===== src/logic/aioc_pkg.sv =====
// Package for the accessory I/O command interpreter
package aioc_pkg;
  localparam int unsigned PORT_W = 16;
  localparam int unsigned SLOT_W = 4;
  localparam int unsigned MODE_W = 5;
  localparam logic [3:0] CMD_SEL_RES_SET   = 4'h0;
  localparam logic [3:0] CMD_SEL_RES_QRY   = 4'h1;
  localparam logic [3:0] CMD_SLOT_ASSIGN   = 4'h2;
  localparam logic [3:0] CMD_SLOT_QRY      = 4'h3;
  localparam logic [3:0] CMD_SELF_TEST_QRY = 4'h4;
  localparam logic [3:0] CMD_PATH_SET      = 4'h5;
  localparam logic [3:0] CMD_PATH_QRY      = 4'h6;
  localparam logic [3:0] CMD_VERIFY_SET    = 4'h7;
  localparam logic [3:0] CMD_EXP_RES_SET   = 4'h8;
  localparam logic [3:0] CMD_EXP_RES_QRY   = 4'h9;
  localparam logic [3:0] CMD_DIR_SET       = 4'hA;
  localparam logic [3:0] CMD_MODE_SELECT   = 4'hB;
  localparam logic [3:0] CMD_MODE_QRY      = 4'hC;
  localparam logic [4:0] MODE_GENERAL  = 5'h00;
  localparam logic [4:0] MODE_SELECTOR = 5'h02;
  localparam logic [4:0] MODE_EXPANDER = 5'h08;
  localparam logic [4:0] MODE_RST      = 5'h00;
  localparam logic [3:0] SLOT_MAX      = 4'hA;
  localparam logic [1:0] CODE_MAX      = 2'h2;
  localparam logic [15:0] DIR_RST      = 16'h0000;
  localparam logic [15:0] LEVEL_RST    = 16'hFFFF;
  localparam logic [15:0] SELF_TEST_PASS = 16'h0000;
  typedef struct packed {
    logic [3:0]  op;
    logic [15:0] arg0;
    logic [15:0] arg1;
    logic [15:0] arg2;
    logic        flag_given;
    logic [15:0] flag;
  } aioc_cmd_t;
  typedef struct packed {
    logic [15:0] val0;
    logic [15:0] val1;
    logic [15:0] val2;
  } aioc_resp_t;
endpackage


===== src/logic/aioc_top.sv =====
// Accessory I/O command interpreter
//
// Overview of operation
// - Selector resistor set 1/0, selector mode only
// - Selector resistor query returns stored state
// - Store three expander slots 0 to 10
// - Slot assign needs expander mode, safe, off
// - Slot query returns voltage, current, high-voltage
// - Self-test after assignment, zero means pass
// - Expander path 0 open, 1, 2
// - Path set needs expander mode, no high voltage
// - Path query returns stored code
// - Verify mode 0 normal, 1, 2
// - Verify/resistor need expander mode, open, off
// - Expander resistor 0 disable, 1 enable
// - Expander resistor query returns stored state
// - Direction mask bits: 0 output, 1 input
// - Direction set only in general mode
// - Reset or clear: all outputs, high level
// - Changed direction path goes to high level
// - Trigger paths keep direction unchanged
// - Mode codes 0,1,2,4,8,16 accepted
// - Optional flag disables or enables mode
// - Nonzero modes combine, order independent; code 0 with flag on clears all
// - Mode query returns sum of enabled codes
`timescale 1ns/10ps
module aioc_top (
  // Clock and reset
  input  wire logic              clk,
  input  wire logic              rst,
  input  wire logic              dev_clear,
  // Command
  input  wire logic              cmd_valid,
  input  wire aioc_pkg::aioc_cmd_t cmd,
  // Environment status, same clock domain
  input  wire logic              high_voltage_active,
  input  wire logic              channels_off,
  input  wire logic [15:0]       trigger_mask,
  // Answer
  output logic                   done,
  output logic                   error,
  output aioc_pkg::aioc_resp_t   resp,
  // Port and accessory state
  output logic [15:0]            port_dir,
  output logic [15:0]            port_level,
  output logic [4:0]             mode_set,
  output logic                   selector_resistor,
  output logic [3:0]             slot_vctl,
  output logic [3:0]             slot_ictl,
  output logic [3:0]             slot_hv,
  output logic [1:0]             exp_path,
  output logic [1:0]             exp_verify,
  output logic                   exp_resistor,
  output logic                   self_test_run
);
  import aioc_pkg::*;

  //////////////////////////////////////////////////////////////////////////////
  logic        ok;
  logic        bad;
  logic        sel_mode;
  logic        exp_mode;
  logic        gen_mode;
  logic        mode_code_ok;
  logic [4:0]  mode_bit;
  logic        assigned_q;
  logic [15:0] new_dir;
  logic        flag_on;
  logic        take;

  // General mode means no accessory mode enabled
  assign gen_mode = (mode_set == MODE_GENERAL);
  assign sel_mode = |(mode_set & MODE_SELECTOR);
  assign exp_mode = |(mode_set & MODE_EXPANDER);
  // Trigger paths keep their current direction
  assign new_dir  = (cmd.arg0 & ~trigger_mask) | (port_dir & trigger_mask);
  assign flag_on  = !cmd.flag_given || (cmd.flag == 16'h0001);
  // One shared strobe gates every setting except mode and selector resistor, which spell out cmd_valid && ok
  assign take     = cmd_valid && ok;

  // Only zero and single-bit codes up to 16 name a mode
  always_comb begin
    mode_code_ok = 1'b1;
    mode_bit     = 5'h00;
    case (cmd.arg0)
      16'h0000: mode_bit = 5'h00;
      16'h0001: mode_bit = 5'h01;
      16'h0002: mode_bit = 5'h02;
      16'h0004: mode_bit = 5'h04;
      16'h0008: mode_bit = 5'h08;
      16'h0010: mode_bit = 5'h10;
      default:  mode_code_ok = 1'b0;
    endcase
  end

  // Acceptance: precondition and range checks decide everything below
  // Unlisted op codes fall to the default and are refused
  always_comb begin
    ok  = 1'b0;
    bad = 1'b0;
    case (cmd.op)
      CMD_SEL_RES_SET: begin
        ok = sel_mode && cmd.arg0 <= 16'h0001;
      end
      CMD_SLOT_ASSIGN: begin
        ok = exp_mode && !high_voltage_active && channels_off
             && cmd.arg0 <= 16'(SLOT_MAX) && cmd.arg1 <= 16'(SLOT_MAX)
             && cmd.arg2 <= 16'(SLOT_MAX);
      end
      CMD_SELF_TEST_QRY: begin
        ok = assigned_q;
      end
      CMD_PATH_SET: begin
        ok = exp_mode && !high_voltage_active && cmd.arg0 <= 16'(CODE_MAX);
      end
      CMD_VERIFY_SET: begin
        ok = exp_mode && exp_path == 2'h0 && channels_off
             && cmd.arg0 <= 16'(CODE_MAX);
      end
      CMD_EXP_RES_SET: begin
        ok = exp_mode && exp_path == 2'h0 && channels_off
             && cmd.arg0 <= 16'h0001;
      end
      CMD_DIR_SET: begin
        ok = gen_mode;
      end
      CMD_MODE_SELECT: begin
        ok = mode_code_ok && (!cmd.flag_given || cmd.flag <= 16'h0001);
      end
      CMD_SEL_RES_QRY, CMD_SLOT_QRY, CMD_PATH_QRY, CMD_EXP_RES_QRY, CMD_MODE_QRY: begin
        ok = 1'b1;
      end
      default: begin
        ok = 1'b0;
      end
    endcase
    bad = !ok;
  end

  //////////////////////////////////////////////////////////////////////////////
  // Answer handshake; every command, taken or not, gets exactly one done
  always_ff @(posedge clk or posedge rst) begin
    if (rst) begin
      done <= 1'b0;
    end else begin
      done <= cmd_valid;
    end
  end

  // Refusal flag rides with done for one cycle only
  always_ff @(posedge clk or posedge rst) begin
    if (rst) begin
      error <= 1'b0;
    end else begin
      error <= cmd_valid && bad;
    end
  end

  // Taken settings answer zero; refusals leave the last answer standing
  always_ff @(posedge clk or posedge rst) begin
    if (rst) begin
      resp <= '0;
    end else if (cmd_valid && ok) begin
      resp <= '0;
      case (cmd.op)
        CMD_SEL_RES_QRY:   resp.val0 <= {15'h0000, selector_resistor};
        CMD_SLOT_QRY: begin
          resp.val0 <= {12'h000, slot_vctl};
          resp.val1 <= {12'h000, slot_ictl};
          resp.val2 <= {12'h000, slot_hv};
        end
        CMD_SELF_TEST_QRY: resp.val0 <= SELF_TEST_PASS;
        CMD_PATH_QRY:      resp.val0 <= {14'h0000, exp_path};
        CMD_EXP_RES_QRY:   resp.val0 <= {15'h0000, exp_resistor};
        CMD_MODE_QRY:      resp.val0 <= {11'h000, mode_set};
        default:           resp <= '0;
      endcase
    end
  end

  //////////////////////////////////////////////////////////////////////////////
  // Control mode set; each nonzero code is its own bit, so their order never matters, but code 0 with the flag on clears all
  // Code 0 with the flag off is taken but changes nothing
  always_ff @(posedge clk or posedge rst) begin
    if (rst) begin
      mode_set <= MODE_RST;
    end else if (dev_clear) begin
      mode_set <= MODE_RST;
    end else if (cmd_valid && ok && cmd.op == CMD_MODE_SELECT) begin
      if (mode_bit == 5'h00) begin
        mode_set <= flag_on ? MODE_GENERAL : mode_set;
      end else if (flag_on) begin
        mode_set <= mode_set | mode_bit;
      end else begin
        mode_set <= mode_set & ~mode_bit;
      end
    end
  end

  // Port direction; trigger paths are already folded into new_dir
  always_ff @(posedge clk or posedge rst) begin
    if (rst) begin
      port_dir <= DIR_RST;
    end else if (dev_clear) begin
      port_dir <= DIR_RST;
    end else if (take && cmd.op == CMD_DIR_SET) begin
      port_dir <= new_dir;
    end
  end

  // Port levels; only raised here, and reset or clear set them all high again
  always_ff @(posedge clk or posedge rst) begin
    if (rst) begin
      port_level <= LEVEL_RST;
    end else if (dev_clear) begin
      port_level <= LEVEL_RST;
    end else if (take && cmd.op == CMD_DIR_SET) begin
      port_level <= port_level | (new_dir ^ port_dir);
    end
  end

  // Selector series resistor
  always_ff @(posedge clk or posedge rst) begin
    if (rst) begin
      selector_resistor <= 1'b0;
    end else if (dev_clear) begin
      selector_resistor <= 1'b0;
    end else if (cmd_valid && ok && cmd.op == CMD_SEL_RES_SET) begin
      selector_resistor <= cmd.arg0[0];
    end
  end

  // Expander slot assignment; range already checked, so the cut is safe
  always_ff @(posedge clk or posedge rst) begin
    if (rst) begin
      slot_vctl <= 4'h0;
      slot_ictl <= 4'h0;
      slot_hv   <= 4'h0;
    end else if (dev_clear) begin
      slot_vctl <= 4'h0;
      slot_ictl <= 4'h0;
      slot_hv   <= 4'h0;
    end else if (take && cmd.op == CMD_SLOT_ASSIGN) begin
      slot_vctl <= cmd.arg0[3:0];
      slot_ictl <= cmd.arg1[3:0];
      slot_hv   <= cmd.arg2[3:0];
    end
  end

  // Self-test gate; any taken assignment opens it, even all zeros
  always_ff @(posedge clk or posedge rst) begin
    if (rst) begin
      assigned_q <= 1'b0;
    end else if (dev_clear) begin
      assigned_q <= 1'b0;
    end else if (take && cmd.op == CMD_SLOT_ASSIGN) begin
      assigned_q <= 1'b1;
    end
  end

  // Expander path
  always_ff @(posedge clk or posedge rst) begin
    if (rst) begin
      exp_path <= 2'h0;
    end else if (dev_clear) begin
      exp_path <= 2'h0;
    end else if (take && cmd.op == CMD_PATH_SET) begin
      exp_path <= cmd.arg0[1:0];
    end
  end

  // Expander verify mode
  always_ff @(posedge clk or posedge rst) begin
    if (rst) begin
      exp_verify <= 2'h0;
    end else if (dev_clear) begin
      exp_verify <= 2'h0;
    end else if (take && cmd.op == CMD_VERIFY_SET) begin
      exp_verify <= cmd.arg0[1:0];
    end
  end

  // Expander series resistor
  always_ff @(posedge clk or posedge rst) begin
    if (rst) begin
      exp_resistor <= 1'b0;
    end else if (dev_clear) begin
      exp_resistor <= 1'b0;
    end else if (take && cmd.op == CMD_EXP_RES_SET) begin
      exp_resistor <= cmd.arg0[0];
    end
  end

  // Self-test strobe; the result itself is a fixed pass here
  // No test engine sits behind it, so a failure is never reported
  always_ff @(posedge clk or posedge rst) begin
    if (rst) begin
      self_test_run <= 1'b0;
    end else begin
      self_test_run <= cmd_valid && ok && cmd.op == CMD_SELF_TEST_QRY;
    end
  end
endmodule


===== config.mk =====
export PLATFORM = sky130hd
export DESIGN_NAME = aioc_top
export DESIGN_NICKNAME = d
export VERILOG_FILES = /design/src/logic/aioc_pkg.sv /design/src/logic/aioc_top.sv
export SDC_FILE = /design/constraint.sdc
export NUM_CORES = 1
export LEC_CHECK = 0
export BUFFER_PORTS_ARGS = -buffer_cell sky130_fd_sc_hd__buf_4
export CAP_MARGIN = 20
export CORE_MARGIN = 8
export CORE_UTILIZATION = 33
export CTS_BUF_LIST = sky130_fd_sc_hd__clkbuf_4 sky130_fd_sc_hd__clkbuf_8
export CTS_CLUSTER_SIZE = 25
export DETAILED_ROUTE_END_ITERATION = 6
export PLACE_DENSITY_LB_ADDON = 0.12
export SETUP_SLACK_MARGIN = 0.2
export SYNTH_ARGS = -nofsm -noshare
export SYNTH_HDL_FRONTEND = slang
export SYNTH_SLANG_ARGS = --single-unit

===== constraint.sdc =====
create_clock -name clk -period 6.1 [get_ports clk]
set_input_delay 0.915 -clock clk [delete_from_list [all_inputs] [get_ports clk]]
set_output_delay 0.915 -clock clk [all_outputs]
set_load 0.03 [all_outputs]

==> impl_results.md <==
* Status: completed
* Post-Route Utilization at 45.9%
* Post-synthesis sequential area ratio at 44.7%
* RSZ-0062 raised after global routing: false
* CP required at 6310 ps
* Leakage at 2.40 nW
* DRT iter0 DRCs at 239
* Average size of a mapped cell at 9.37 sq um
* Syn Inst Count at 435
* Setup ws final at 3030 ps
* CTS Hold Bufs at 0
* Yosys warns at 0
* Die width at 127 microns
* Peak Freq at 0.325 GHz
* Synthesized flop and latch total at 72
* Top cell type's share of synthesized area at 34.4%
* Area growth syn-to-layout at 35.6%
* Worst setup path endpoint: slot_vctl[0]
* Final Slew Violations at 0
* I/O Pins at 197
* Avg WL per Cell at 17.5 microns
* Site row count at 40
* Worst Reg-to-Reg Cells at 7
* Final wirelength at 13.2 mm
* Crit Path Category: input pin to register
* VDD IR max at 85.1 uV
* First-pass GRT wire length at 21.2 mm
* Dpl ws at 2600 ps
* Max Clock Skew at 10.5 ps
* Vias in the first global route at 3890
* EDFF count, synth at 0
* Top_reg_cell synth: dfrtp_1
* Setup TNS at 0 ps
* CP startpoint: cmd[54]
* CP endpoint kind: register
* Clk sinks at 72
* PwrDens at 203 mW/mm^2
* Mux cell area share after synthesis at 4.17%
* Worst-margin pin slew at 943 ps
* # resized after CTS at 0
* Post-Syn Area at 0.00408 sq mm
* Synth cell types at 48
* Maximum clock path buffer count at 2
* Final #Nets at 676
* Post-CTS Setup Inserts at 0
* Avg Vias per Cell at 4.98
* Post-Place Cells at 741
* Synth top cells by count: dfrtp_1, nor2_1, buf_4, nand2_1, a21oi_1
* Setup Viol. Count Final at 0
* Core area at 0.0121 sq mm
* Largest net degree at the start of global routing at 73
* Async S/R FF share, synth at 100%
* Max transition margin at 37.1%
* Min Clock Period, post-route at 3070 ps
* Hold WC Path Type: register to register
* CTS buffer count at 9
* R2R Setup Slk at 3310 ps
* Reg clk slew, reported paths at 90 ps
* Adder-Cell Fraction of Synth Area at 0%
* Initial antenna violation count at 0
* R2r startpoint: mode_set[3]
* Share of layout cells above drive strength 1 at 34.9%
* Total grt overflow at 0
* Clk_lat worst skew at 350 ps
* N_diodes at 0
* Post-Synth Simple-Gate Area at 19.5%
* TritonRoute pass-1 iters at 4
* Hold Fails Final Rpt at 0
* Final period util at 50.4%
* Port Buffer Count at 161
* Chip Height at 127 microns
* Post-route ant nets at 0
* Synth area leaders: dfrtp_1, dfstp_2, buf_4
* Initial Util at 33.8%
* Synth Area in XOR/XNOR at 3.65%
* Compound-gate portion of the synthesized area at 17.9%
* Crit Path Max Fanout at 13
* TritonCTS clock tree: done
* Root Driver: clkbuf_8
* Count leader, synth: dfrtp_1
* Max-cap violations at 0
* FF-to-FF End: slot_vctl[0]
* Dpl hpwl at 10.0 mm
* Htree depth at 3
* # DRC at 0
* Area leader, netlist: dfrtp_1
* Via count at 3776
* Worst Path Arrival at 3280 ps
* GPL Wtd Cong at 0.827
* GRT Resource Usage Total at 16.1%
* Final cell count without fillers at 758
* Main combinational cell family by area after synthesis: simple AND/OR/NAND/NOR gates
* DIE AREA at 0.0162 sq mm
* Startpoint types: input pin
## layout make-up
class | count | area [sq um]
clock inverter | 7 | 126
clock buffer | 9 | 124
multi-input combinational | 334 | 1990
tap | 168 | 210
timing repair buffer | 164 | 1240
fill | 1203 | 6530
inverter | 4 | 15.0
sequential | 72 | 1820
## stage by stage
step                power (mW)  instance area (sq um)  hold slack [ps]
global route              1.17                   5530              510
floorplan                0.600                   4210              459
detailed placement       0.656                   5270              478
CTS                       1.14                   5520              498
finish                    1.13                   5530              489
global placement         0.654                   5270              469
## per-layer routing
layer  up-vias  part of all wire, %  global-route usage, %
met5         -                    0                      0
met4         0                 0.97                   4.06
met3         8                  9.0                   6.28
met2       152                   46                   25.7
met1      1819                   44                   19.9
li1       1797                    -                      -
## state kept, by name, summed over array words and instances (netlist names)
signal,count
port_dir,16
assigned_q,1
exp_resistor,1
error,1
self_test_run,1
selector_resistor,1
slot_ictl,4
exp_verify,2
port_level,16
exp_path,2
slot_hv,4
mode_set,5
slot_vctl,4
resp,13
done,1
## cells by family after synthesis
| kind of cell | count (synthesis) |
|---|---|
| and+or+nand+nor | 157 |
| AOI/OAI and AO/OA | 108 |
| DFF | 72 |
| buffers and inverters | 63 |
| xor gates and xnor gates | 17 |
| muxes | 17 |
| other | 1 |
## critical path, stage by stage
cell,delay [ps]
buf_4,120
nor4_1,400
nand4_1,240
nor2_1,360
o21ai_0,320
a31oi_4,600
mux2i_1,260
nor2_1,60
## power by group
| part | switching, mW | total, mW | leakage (nW) | internal, mW |
|---|---|---|---|---|
| combinational | 0.104 | 0.165 | 1.33 | 0.0615 |
| clock | 0.200 | 0.477 | 0.122 | 0.277 |
| sequential | 0.00216 | 0.483 | 0.945 | 0.481 |
## cells in the final DEF, fill, tap and decap left out, types with 4 or more instances in the layout
cell / n
nor3_1: 8
mux2i_1: 17
buf_4: 163
o21ai_1: 20
nor4_1: 11
a21o_1: 4
o21ai_0: 16
a22oi_1: 4
nand2_1: 35
clkbuf_8: 9
dfstp_2: 16
conb_1: 35
nand3_1: 8
nand4_1: 8
a21oi_1: 24
nor2b_1: 7
dfrtp_1: 56
nor2_1: 49
o31ai_1: 16
nor4b_1: 4
xnor2_1: 16
nand3b_1: 16
## worst min-delay path by stage
stage                          start    endpoint  slack [ps]  cells after the start
after detailed placement    resp[35]    resp[35]         480                      2
after global placement       resp[1]     resp[1]         470                      2
after floorplan           assigned_q  assigned_q         460                      2
final                        resp[1]     resp[1]         490                      2
after global routing        resp[36]    resp[36]         510                      2
after CTS                   resp[35]    resp[35]         500                      2
Power figures use the tool's default switching activity.
